### src/shared/fps_pkg.sv
// Purpose: Constants and types for the four rail power sequencer.
// Assumes: 200 MHz core clock, registers on AXI4-Lite.
// Notes: Timing counts are core clock cycles unless named in ms or us.
// How it works
// - Timed start after enable and monitors settle
// - Each rail on when own delay expires
// - Done released after full-on plus stability
// - Filtered monitor fault kills everything at once
// - Disable drops done, rails off by timers
// - Either enable polarity; active-high variant sleeps
// - Independent channels follow own monitor
// - Independent drop only lowers done
// - Fixed order A to D, previous full
// - Fixed order fault drops all rails
// - Fixed order off D to A, previous low
// - Two groups, both enables, ordered turn-on
// - Group done released after D full
// - Group fault latches until enable cycles
// - Group turn-off in reverse order
// - Kill line low shuts everything down
// - Kill line release skips settle time
// - Device drives kill line on fault in timed and fixed order modes
// - Automatic restart outside group mode
// - Zero delay switches immediately
// - Off delay from disable, linear scale
package fps_pkg;
  localparam int CLK_MHZ = 200;
  localparam int SETTLE_MS = 10;
  localparam int DONE_MS = 160;
  localparam int IND_DONE_MS = 150;
  localparam int FILTER_US = 30;
  localparam int TICK_US = 1;
  localparam int SETTLE_CYC = SETTLE_MS * 1000 * CLK_MHZ;
  localparam int DONE_CYC = DONE_MS * 1000 * CLK_MHZ;
  localparam int IND_DONE_CYC = IND_DONE_MS * 1000 * CLK_MHZ;
  localparam int FILTER_CYC = FILTER_US * CLK_MHZ;
  localparam int TICK_CYC = TICK_US * CLK_MHZ;
  localparam int NCH = 4;
  localparam int DLY_W = 24;
  localparam int CNT_W = 26;
  localparam int AW = 8;
  localparam logic [7:0] CTRL_OFS = 8'h00;
  localparam logic [7:0] STAT_OFS = 8'h04;
  localparam logic [3:0] ON_PAGE = 4'h1;
  localparam logic [3:0] OFF_PAGE = 4'h2;
  localparam int CTRL_W = 3;
  localparam int CTRL_POL_BIT = 2;
  localparam logic [2:0] CTRL_RST = 3'h0;
  localparam logic [1:0] RESP_OK = 2'h0;
  localparam logic [1:0] RESP_ERR = 2'h2;
  typedef enum logic [1:0] {MODE_TIMED, MODE_INDEP, MODE_FIXED, MODE_GROUPS} fps_mode_t;
  typedef enum logic [2:0] {ST_IDLE, ST_SETTLE, ST_ON, ST_STAB, ST_RUN, ST_OFF} fps_state_t;
endpackage

### src/core/fps_sequencer.sv
// Purpose: Four rail power sequencer with AXI4-Lite control.
// Assumes: Pins synchronous to core_clk_i; gate feedback from comparators.
// Notes: Delays count 1 us ticks; zero means immediate.
`timescale 1ns/1ps
module fps_sequencer #(
  parameter int SETTLE_CYC_P = fps_pkg::SETTLE_CYC,
  parameter int DONE_CYC_P = fps_pkg::DONE_CYC,
  parameter int IND_DONE_CYC_P = fps_pkg::IND_DONE_CYC,
  parameter int FILTER_CYC_P = fps_pkg::FILTER_CYC
) (
  input wire logic core_clk_i,
  input wire logic rst_n_i,
  input wire logic [fps_pkg::NCH-1:0] uv_ok_i,
  input wire logic [1:0] enable_i,
  input wire logic [fps_pkg::NCH-1:0] gate_full_i,
  input wire logic [fps_pkg::NCH-1:0] gate_low_i,
  input wire logic kill_in_i,
  output logic kill_o,
  output logic kill_oe_o,
  output logic [fps_pkg::NCH-1:0] gate_on_o,
  output logic [1:0] done_n_o,
  output logic sleep_o,
  input wire logic [fps_pkg::AW-1:0] s_axi_awaddr,
  input wire logic s_axi_awvalid,
  output logic s_axi_awready,
  input wire logic [31:0] s_axi_wdata,
  input wire logic [3:0] s_axi_wstrb,
  input wire logic s_axi_wvalid,
  output logic s_axi_wready,
  output logic [1:0] s_axi_bresp,
  output logic s_axi_bvalid,
  input wire logic s_axi_bready,
  input wire logic [fps_pkg::AW-1:0] s_axi_araddr,
  input wire logic s_axi_arvalid,
  output logic s_axi_arready,
  output logic [31:0] s_axi_rdata,
  output logic [1:0] s_axi_rresp,
  output logic s_axi_rvalid,
  input wire logic s_axi_rready
);
  import fps_pkg::*;

  logic [CTRL_W-1:0] ctrl_q;
  logic [DLY_W-1:0] on_dly_q [NCH];
  logic [DLY_W-1:0] off_dly_q [NCH];
  fps_state_t st_q, st_d;
  logic [CNT_W-1:0] cnt_q;
  logic [7:0] tick_q;
  logic [NCH-1:0] gate_q, gate_d, uv_bad;
  logic [1:0] lock_q, done_n_q;
  logic kill_drv_q, kill_prev_q, sleep_q;

  wire fps_mode_t mode = fps_mode_t'(ctrl_q[1:0]);
  wire is_grp = mode == MODE_GROUPS;
  wire is_ind = mode == MODE_INDEP;
  wire is_fix = mode == MODE_FIXED;
  // Polarity bit set selects an active-low enable
  wire [1:0] en_ok = ctrl_q[CTRL_POL_BIT] ? ~enable_i : enable_i;
  wire en_all = is_grp ? &en_ok : en_ok[0];
  wire all_ok = &uv_ok_i & en_all;
  wire kill_low = ~kill_in_i;
  wire fast = kill_in_i & ~kill_prev_q;
  wire tick = tick_q == 8'(TICK_CYC - 1);
  wire after_on = st_q == ST_STAB || st_q == ST_RUN;
  wire glob_fault = after_on & |uv_bad & ~is_grp & ~is_ind;
  wire [1:0] grp_bad = {|uv_bad[3:2], |uv_bad[1:0]};
  wire all_full = &(gate_q & gate_full_i);
  wire stab_end = cnt_q == CNT_W'((is_ind ? IND_DONE_CYC_P : DONE_CYC_P) - 1);
  wire settle_end = cnt_q == CNT_W'(SETTLE_CYC_P - 1);
  wire [NCH-1:0] full_sh = {gate_full_i[2:0], 1'b1};
  wire [NCH-1:0] low_sh = {1'b1, gate_low_i[3:1]};
  wire [NCH-1:0] low_gsh = {1'b1, gate_low_i[3], 1'b1, gate_low_i[1]};

  // Monitor glitch filter, turn-on and turn-off timers per rail
  genvar i;
  generate
    for (i = 0; i < NCH; i++) begin : g_ch
      logic [CNT_W-1:0] flt_q;
      logic [DLY_W-1:0] on_cnt_q, off_cnt_q;
      wire en_ch = is_grp ? en_ok[i/2] : en_ok[0];
      wire arm_on = st_q == ST_ON && ~is_ind && ~gate_q[i] && (mode == MODE_TIMED || full_sh[i]);
      wire off_req = is_grp ? ~en_ch : st_q == ST_OFF;
      wire ord_ok = is_fix ? low_sh[i] : (is_grp ? low_gsh[i] : 1'b1);
      wire arm_off = off_req && gate_q[i] && ord_ok;
      wire [DLY_W-1:0] on_lim = is_fix ? '0 : on_dly_q[i];
      wire [DLY_W-1:0] off_lim = is_fix ? '0 : off_dly_q[i];
      wire hit_on = arm_on && on_cnt_q >= on_lim;
      wire hit_off = arm_off && off_cnt_q >= off_lim;
      assign uv_bad[i] = flt_q == CNT_W'(FILTER_CYC_P);
      always_comb begin
        gate_d[i] = gate_q[i];
        if (kill_low || glob_fault || (is_grp && lock_q[i/2])) begin
          gate_d[i] = 1'b0;
        end else if (is_ind && en_ch && st_q != ST_OFF && st_q != ST_IDLE) begin
          // Enable loss holds the drives so the off timers decide
          gate_d[i] = uv_ok_i[i];
        end else if (hit_on) begin
          gate_d[i] = 1'b1;
        end else if (hit_off) begin
          gate_d[i] = 1'b0;
        end
      end
      // Timers restart from zero whenever they are not armed
      always_ff @(posedge core_clk_i or negedge rst_n_i) begin
        if (!rst_n_i) begin
          flt_q <= '0;
          on_cnt_q <= '0;
          off_cnt_q <= '0;
        end else begin
          flt_q <= uv_ok_i[i] ? '0 : (uv_bad[i] ? flt_q : flt_q + 1'b1);
          on_cnt_q <= !arm_on ? '0 : on_cnt_q + DLY_W'(tick);
          off_cnt_q <= !arm_off ? '0 : off_cnt_q + DLY_W'(tick);
        end
      end
    end
  endgenerate

  // Sequencing state
  always_comb begin
    st_d = st_q;
    case (st_q)
      ST_IDLE: begin
        if (is_ind ? en_ok[0] : all_ok) begin
          st_d = (fast || is_ind) ? ST_ON : ST_SETTLE;
        end
      end
      ST_SETTLE: begin
        if (!all_ok) begin
          st_d = ST_IDLE;
        end else if (settle_end || fast) begin
          st_d = ST_ON;
        end
      end
      ST_ON: begin
        if (!en_all) begin
          st_d = is_grp ? ST_RUN : ST_OFF;
        end else if (all_full) begin
          st_d = ST_STAB;
        end
      end
      ST_STAB: begin
        if (!en_all) begin
          st_d = is_grp ? ST_RUN : ST_OFF;
        end else if (is_ind && !all_full) begin
          st_d = ST_ON;
        end else if (stab_end) begin
          st_d = ST_RUN;
        end
      end
      ST_RUN: begin
        if (is_grp) begin
          if (gate_q == '0 && !all_ok) begin
            st_d = ST_IDLE;
          end else if (gate_q != '1 && all_ok && lock_q == '0) begin
            st_d = ST_SETTLE;
          end
        end else if (!en_ok[0]) begin
          st_d = ST_OFF;
        end else if (is_ind && !all_full) begin
          st_d = ST_ON;
        end
      end
      ST_OFF: begin
        if (gate_q == '0) begin
          st_d = ST_IDLE;
        end
      end
      default: st_d = ST_IDLE;
    endcase
    if (kill_low || glob_fault) begin
      st_d = ST_IDLE;
    end
  end

  wire run_next = st_d == ST_RUN;
  wire [1:0] done_ok = is_grp ? ({2{run_next}} & en_ok & ~lock_q & ~grp_bad) : {2{run_next}};

  always_ff @(posedge core_clk_i or negedge rst_n_i) begin
    if (!rst_n_i) begin
      st_q <= ST_IDLE;
      cnt_q <= '0;
      tick_q <= '0;
      gate_q <= '0;
      lock_q <= '0;
      done_n_q <= '0;
      kill_drv_q <= 1'b0;
      kill_prev_q <= 1'b1;
      sleep_q <= 1'b0;
    end else begin
      st_q <= st_d;
      cnt_q <= (st_d != st_q) ? '0 : cnt_q + 1'b1;
      tick_q <= tick ? '0 : tick_q + 1'b1;
      gate_q <= gate_d;
      done_n_q <= (kill_low || glob_fault) ? 2'h0 : done_ok;
      // Lock clears once that group's enable goes away; a fault in that cycle wins
      lock_q <= is_grp ? ((lock_q & en_ok) | ({2{after_on}} & grp_bad)) : 2'h0;
      kill_drv_q <= glob_fault | (kill_drv_q & |uv_bad);
      kill_prev_q <= kill_in_i;
      sleep_q <= mode == MODE_TIMED && !ctrl_q[CTRL_POL_BIT] && !enable_i[0]
                 && st_d == ST_IDLE;
    end
  end

  assign kill_o = 1'b0;
  assign kill_oe_o = kill_drv_q;
  assign gate_on_o = gate_q;
  assign done_n_o = done_n_q;
  assign sleep_o = sleep_q;

  // AXI4-Lite slave; address and data may arrive in either order
  logic aw_rdy_q, w_rdy_q, aw_have_q, w_have_q, bvalid_q, ar_rdy_q, rvalid_q;
  logic [AW-1:0] waddr_q;
  logic [31:0] wdata_q, rdata_q;
  logic [3:0] wstrb_q;
  logic [1:0] bresp_q, rresp_q;

  wire aw_fire = s_axi_awvalid & aw_rdy_q;
  wire w_fire = s_axi_wvalid & w_rdy_q;
  wire wr_do = aw_have_q & w_have_q & ~bvalid_q;
  wire ar_fire = s_axi_arvalid & ar_rdy_q;
  wire [31:0] wmask = {{8{wstrb_q[3]}}, {8{wstrb_q[2]}}, {8{wstrb_q[1]}}, {8{wstrb_q[0]}}};
  wire [1:0] wch = waddr_q[3:2];
  wire [1:0] rch = s_axi_araddr[3:2];
  wire w_ctrl = waddr_q == CTRL_OFS;
  wire w_on = waddr_q[7:4] == ON_PAGE;
  wire w_off = waddr_q[7:4] == OFF_PAGE;
  wire w_map = w_ctrl | w_on | w_off | waddr_q == STAT_OFS;
  wire [31:0] stat_w = 32'({st_q, lock_q, kill_drv_q, done_n_q, gate_q});
  wire r_ctrl = s_axi_araddr == CTRL_OFS;
  wire r_stat = s_axi_araddr == STAT_OFS;
  wire r_on = s_axi_araddr[7:4] == ON_PAGE;
  wire r_off = s_axi_araddr[7:4] == OFF_PAGE;
  wire r_map = r_ctrl | r_stat | r_on | r_off;
  wire [31:0] r_val = r_ctrl ? 32'(ctrl_q) : r_stat ? stat_w :
                      r_on ? 32'(on_dly_q[rch]) : r_off ? 32'(off_dly_q[rch]) : 32'h0;
  wire [31:0] old_w = w_ctrl ? 32'(ctrl_q) : w_on ? 32'(on_dly_q[wch]) : 32'(off_dly_q[wch]);
  wire [31:0] new_w = (old_w & ~wmask) | (wdata_q & wmask);

  always_ff @(posedge core_clk_i or negedge rst_n_i) begin
    if (!rst_n_i) begin
      aw_rdy_q <= 1'b0;
      w_rdy_q <= 1'b0;
      aw_have_q <= 1'b0;
      w_have_q <= 1'b0;
      bvalid_q <= 1'b0;
      bresp_q <= RESP_OK;
      waddr_q <= '0;
      wdata_q <= '0;
      wstrb_q <= '0;
    end else begin
      if (aw_fire) begin
        aw_rdy_q <= 1'b0;
        aw_have_q <= 1'b1;
        waddr_q <= s_axi_awaddr;
      end else if (!aw_have_q && !bvalid_q && !wr_do) begin
        aw_rdy_q <= 1'b1;
      end
      if (w_fire) begin
        w_rdy_q <= 1'b0;
        w_have_q <= 1'b1;
        wdata_q <= s_axi_wdata;
        wstrb_q <= s_axi_wstrb;
      end else if (!w_have_q && !bvalid_q && !wr_do) begin
        w_rdy_q <= 1'b1;
      end
      if (wr_do) begin
        aw_have_q <= 1'b0;
        w_have_q <= 1'b0;
        bvalid_q <= 1'b1;
        bresp_q <= w_map ? RESP_OK : RESP_ERR;
      end else if (bvalid_q && s_axi_bready) begin
        bvalid_q <= 1'b0;
      end
    end
  end

  // Status writes are accepted and dropped
  always_ff @(posedge core_clk_i or negedge rst_n_i) begin
    if (!rst_n_i) begin
      ctrl_q <= CTRL_RST;
      for (int k = 0; k < NCH; k++) begin
        on_dly_q[k] <= '0;
        off_dly_q[k] <= '0;
      end
    end else if (wr_do) begin
      if (w_ctrl) ctrl_q <= new_w[CTRL_W-1:0];
      if (w_on) on_dly_q[wch] <= new_w[DLY_W-1:0];
      if (w_off) off_dly_q[wch] <= new_w[DLY_W-1:0];
    end
  end

  always_ff @(posedge core_clk_i or negedge rst_n_i) begin
    if (!rst_n_i) begin
      ar_rdy_q <= 1'b0;
      rvalid_q <= 1'b0;
      rdata_q <= '0;
      rresp_q <= RESP_OK;
    end else if (ar_fire) begin
      ar_rdy_q <= 1'b0;
      rvalid_q <= 1'b1;
      rdata_q <= r_val;
      rresp_q <= r_map ? RESP_OK : RESP_ERR;
    end else if (rvalid_q && s_axi_rready) begin
      rvalid_q <= 1'b0;
    end else if (!rvalid_q) begin
      ar_rdy_q <= 1'b1;
    end
  end

  assign s_axi_awready = aw_rdy_q;
  assign s_axi_wready = w_rdy_q;
  assign s_axi_bvalid = bvalid_q;
  assign s_axi_bresp = bresp_q;
  assign s_axi_arready = ar_rdy_q;
  assign s_axi_rvalid = rvalid_q;
  assign s_axi_rdata = rdata_q;
  assign s_axi_rresp = rresp_q;
endmodule // fps_sequencer

### config.mk
export PLATFORM = sky130hd
export DESIGN_NAME = fps_sequencer
export DESIGN_NICKNAME = d
export VERILOG_FILES = /design/src/shared/fps_pkg.sv /design/src/core/fps_sequencer.sv
export SDC_FILE = /design/constraint.sdc
export NUM_CORES = 2
export LEC_CHECK = 0
export BUFFER_PORTS_ARGS = -buffer_cell sky130_fd_sc_hd__buf_2
export CAP_MARGIN = 10
export CORE_MARGIN = 3
export CORE_UTILIZATION = 63
export DETAILED_ROUTE_END_ITERATION = 7
export GPL_ROUTABILITY_DRIVEN = 0
export GPL_TIMING_DRIVEN = 1
export PLACE_DENSITY = 0.81
export SLEW_MARGIN = 20
export SYNTH_ARGS = -nofsm -noshare
export SYNTH_HDL_FRONTEND = slang
export SYNTH_SLANG_ARGS = --single-unit
export TNS_END_PERCENT = 30
### constraint.sdc
create_clock -name core_clk_i -period 4.1 [get_ports core_clk_i]
set_input_delay 0.41 -clock core_clk_i [delete_from_list [all_inputs] [get_ports core_clk_i]]
set_output_delay 0.41 -clock core_clk_i [all_outputs]
set_load 0.02 [all_outputs]
; Word level (Yosys, flattened, before mapping)
; Cells that the tools add are included.
; Widths: inputs -> output; s select.
[word_totals]
reg_bits = 617
in_bits = 74
out_inout_bits = 50
[classes]
addsub = 15
magnitude_cmp = 11
eq_ne = 31
mux = 114
n_bitwise = 45
reduce_logical = 90
[op_table]
columns = op, n
row1 = $mux 24, 31
row2 = $mux 26, 9
row3 = $add 24x1->24, 8
row4 = $bmux 24 s2, 4
row5 = $bwmux 96, 2
row6 = $ge 24x24->1, 8
row7 = $add 26x1->26 const B, 5
row8 = $eq 26x13->1 const B, 4
row9 = $and 24x24->24, 2
row10 = $demux 24 s2, 1
row11 = $logic_and 1x1->1, 45
row12 = $mux 3, 15
row13 = $mux 1, 42
row14 = $eq 26x21->1 const B, 1
row15 = $eq 26x26->1, 1
row16 = $sub 25x1->26 const B, 1
row17 = $not 24->24, 1
row18 = $or 24x24->24, 1
row19 = $mux 22, 1
row20 = $pmux 3 s6, 1
row21 = $eq 8x3->1 const B, 2
row22 = $logic_not 8->1, 2
row23 = $reduce_bool 4->1, 4
row24 = $mux 2, 7
row25 = other kinds (36), 108

; Depth between registers and ports, before layout
[depth]
word_depth = 18
depth_mapped = 15
mapped_depth_nobuf = 12

; Worst setup path after synthesis
; Ideal clock, no wire load.
[synth_timing]
kind = register -> register
startpoint = register tick_q[0]
endpoint = register g_ch[2].off_cnt_q[20]
arrival_ns = 3.076
required_ns = 3.968
path_slack_ns = 0.892
stages_incl_launch_ff = 12
path_buffers = 0
synth_period_minus_slack_ns = 3.208
path_cell_list = dfrtp_1 ha_1 nand4_1 nor3b_1 ha_1 ha_1 nand4_1 nor4_1 and4_1 nand2_1 xor2_1 nor2_1
[synth_via]
elab_chain_cells = 3
[synth_lines]
columns = element, line_no
row1 = "start, declared", fps_sequencer.sv:48  ; logic [7:0] tick_q;
row2 = "start signal, assigned", fps_sequencer.sv:192  ; tick_q <= tick ? '0 : tick_q + 1'b1;
row3 = $eq 8x8->1, fps_sequencer.sv:63  ; wire tick = tick_q == 8'(TICK_CYC - 1);
row4 = $add 24x1->24, fps_sequencer.sv:112  ; off_cnt_q <= !arm_off ? '0 : off_cnt_q + DLY_W'(tick);
row5 = $mux 24, fps_sequencer.sv:112
row6 = "end signal, assigned", fps_sequencer.sv:112
row7 = "end, declared", fps_sequencer.sv:79  ; logic [DLY_W-1:0] on_cnt_q, off_cnt_q;
; No other way between the ends.
; A chain may end at the register's enable or synchronous reset.

; Worst setup path after layout
[layout_timing]
startpoint = register ctrl_q[0]
endpoint = register gate_q[0] (netlist: gate_on_o[0])
[layout_via]
elab_chain_cells = 8
elab_cells_between_ends = 30
classes_between = order compare: 2 / eq/ne: 3 / mux: 8 / bitwise: 4 / reduce/logical: 13
[layout_lines]
columns = element, line_no
row1 = "start, declared", fps_sequencer.sv:43  ; logic [CTRL_W-1:0] ctrl_q;
row2 = "start signal, assigned", fps_sequencer.sv:286  ; if (w_ctrl) ctrl_q <= new_w[CTRL_W-1:0];
row3 = "parallel branches: the longest is 8 deep, another holds $ge 24x24->1", -
row4 = "end signal, assigned", fps_sequencer.sv:193  ; gate_q <= gate_d;
row5 = "end, declared", fps_sequencer.sv:49  ; logic [NCH-1:0] gate_q, gate_d, uv_bad;
; Several ways; the timed one is not identified.

==> impl_metrics.ini <==
[synthesis]
synth_cells = 3559
synth_edf_count = 0
synth_warnings = 0
yosys_most_used_dff = dfrtp_1
synth_top_area_share_pct = 43.7
synthArstFlopShare_pct = 100
ys_seq_elements = 607
netlist_area_um2 = 34700
avgSynthCellArea_um2 = 9.75
synth.area.top_cells = dfrtp_1 44%, ha_1 7.9%, mux4_2 6.2%, nand2_1 5.1%, nor2_1 4.5%
yosysSeqAreaShare_pct = 43.8
yosysMostFrequentCell = dfrtp_1
yosysUniqueCellTypes = 84
yosysTopAreaCell = dfrtp_1
synth_top_cells_by_count = 606 x dfrtp_1, 474 x nand2_1, 415 x nor2_1, 220 x o21ai_0, 218 x ha_1

[worst_setup_path]
worstPathRequired_ps = 4580
path_class = register to register
worstPathArrival_ps = 4130
worstPathMaxFanout = 42
crit_path_start_kind = register
cp-end-kind = register

[routing]
ant_nets = 0
highest_layer = met4
via_count = 28300
viasPerCell = 6.43
met2_length_mm = 43.8
wl_met3_mm = 9.37
drt-wirelength-per-cell_um = 22.0
drt_iter0_markers = 3031
dr.pass1.iters = 5
routed_wl_mm = 97.0
wl_met1_mm = 37.5
drc = 0

[cts]
cts_root_buf = clkbuf_16
clk_latency_ps = 620
cts_max_level = 3
cts_resized = 0
cts_setup_buffers = 0
cts_buffer_depth = 3
path_clk_slew_ps = 60
hold_buffers = 4
cts_tree = yes
cts_inserted_buffers = 67
clock_sinks = 607

[cells_and_area]
drive_above_1_share_pct = 13.0
nNetsFinal = 3942
final_area_um2 = 38400
syn_to_final_growth_pct = 10.7
final_util_pct = 70.9

[power_and_ir_drop]
p_total_mw = 20.0
power.density_nw_per_um2 = 521
ir_drop_mv = 0.380
p_leak_nw = 16.8

[timing]
skew_ps = 22.7
hold_violations = 0
setup_viol_count_final = 0
fmax_mhz = 274
rsz0062_at_grt = no
slew_headroom_pct = 25.5
maxSlewViolCount = 0
max_slew.worst_pin.slew_ps = 1110
finalCriticalPeriod_ps = 3640
fin_setup_tns_ps = 0
fin_crit_sh_pct = 88.9
setup_ws_ps = 455

[flow_run]
maxCapViolations = 0

[floorplan]
die_h_um = 241
row_count = 85
coreArea_um2 = 54100
start_util_pct = 64.1
dieArea_um2 = 57900
pin_count = 124
die_w_um = 241

[grt]
grt_max_degree = 102
first_global_vias = 27500
antenna_found_initial = 2
gr-total-overflow = 0
grt_usage_pct = 33.8
grt_first_pass_wirelength_mm = 152

[place]
pre_cts_ws_ps = 601
dp_hpwl_mm = 68.4
postPlaceCellArea_um2 = 36100
port_buffers = 102

[outcome]
status = complete, no violations

[min_path]
hold_path_class = input pin to register
==> cell usage in the layout (no fill, tap or decap), types with 6 or more instances in the layout <==
| cell | netlist | layout |
|---|---|---|
| ha_1 | 218 | 218 |
| nor4_1 | 30 | 30 |
| dfrtp_1 | 606 | 604 |
| inv_1 | 79 | 79 |
| o21a_1 | 10 | 10 |
| nand3b_1 | 6 | 6 |
| nor3_2 | 20 | 20 |
| clkinv_2 | 0 | 14 |
| buf_2 | 5 | 100 |
| mux4_2 | 96 | 96 |
| a22o_1 | 12 | 12 |
| clkbuf_1 | 122 | 14 |
| a21o_1 | 60 | 60 |
| a211oi_1 | 11 | 11 |
| o21ai_0 | 220 | 220 |
| nor4bb_1 | 7 | 7 |
| or3_1 | 51 | 50 |
| mux2i_1 | 21 | 20 |
| xnor2_1 | 103 | 103 |
| buf_12 | 2 | 9 |
| nand4_1 | 79 | 79 |
| a21oi_1 | 198 | 198 |
| nor3_1 | 50 | 50 |
| a22oi_1 | 23 | 23 |
| clkbuf_16 | 0 | 69 |
| or4_1 | 7 | 7 |
| mux2_2 | 56 | 56 |
| nand2_1 | 474 | 474 |
| nor4b_1 | 8 | 7 |
| clkbuf_8 | 0 | 13 |
| and4_1 | 17 | 17 |
| nand3_1 | 140 | 140 |
| nor2b_1 | 18 | 18 |
| xor2_1 | 163 | 163 |
| and2_1 | 20 | 20 |
| conb_1 | 1 | 11 |
| nor2_1 | 415 | 414 |
| and3_1 | 65 | 65 |
| nand2b_1 | 21 | 20 |
| buf_4 | 15 | 62 |
==> per-stage QoR <==
step	std cells	hold WS, ps
floorplan	3569	114
finish	4399	31.2
global placement	4272	458
global route	4396	20.5
detailed placement	4272	469
CTS	4395	13.7
==> registers in the layout, summed over array words and instances, names as in the netlist, 2 cells and up <==
signal / count
gate_on_o: 4
g_ch.flt_q: 104
on_dly_q: 96
done_n_o: 2
lock_q: 2
wdata_q: 24
g_ch.on_cnt_q: 96
wstrb_q: 3
off_dly_q: 96
tick_q: 8
st_q: 3
s_axi_rdata: 24
cnt_q: 26
ctrl_q: 3
waddr_q: 8
g_ch.off_cnt_q: 96
==> critical path, stage by stage (launching register included) <==
cell       delay [ps]
dfrtp_1           650
nand2b_4          630
nand2_1           150
ha_1              330
a21o_1            190
a21o_1            180
a21oi_1           160
o22ai_1           120
a2111oi_0         640
a211oi_1          210
o31ai_1           120
a21boi_0          120
==> layer usage <==
metal,global-route usage (%),vias to the layer above
met5,0,-
met1,44.9,13800
met4,19.1,0
li1,-,12700
met2,51.9,1384
met3,7.69,336
==> final timing paths <==
path                                       startpoint                      endpoint  slack (ps)  cells after the start
worst max-delay path            ctrl_q[0]$_DFFE_PN0P_      gate_on_o[0]$_DFFE_PN0P_         460                     11
min in group asynchronous                     rst_n_i  g_ch[0].flt_q[4]$_DFFE_PN0P_         470                      2
worst max register to register  ctrl_q[0]$_DFFE_PN0P_      gate_on_o[0]$_DFFE_PN0P_         460                     11
worst min register to register    tick_q[0]$_DFF_PN0_           tick_q[0]$_DFF_PN0_         480                      1
max in group asynchronous                     rst_n_i         kill_prev_q$_DFF_PN1_        2590                      3
worst min-delay path                  s_axi_awaddr[5]        waddr_q[5]$_DFFE_PN0P_          30                      2
==> logic make-up after synthesis <==
group           count (synthesis)  synth area share [%]
xor+xnor                      266                  6.71
simple gates                 1456                  20.0
mux                           173                  8.65
compound gates                594                  10.1
other cells                     1                0.0108
fa+ha+maj                     218                  7.86
flops                         607                  43.8
buf+inv                       244                  2.94
==> power by group <==
group          internal (mW)  switching [mW]
Combinational           2.42            3.22
Sequential              6.87            1.40
Clock                   3.59            2.51
==> layout make-up <==
cell class                 instances  area (um^2)
clock inverter                    23          249
inverter                          79          297
timing repair buffer             177         1230
tap                              696          871
antenna                            3         7.51
sequential                       607        15200
multi-input combinational       2718        18600
fill                            3811        15700
clock buffer                      96         1960
Note: power is estimated with default switching activity, not from simulation.
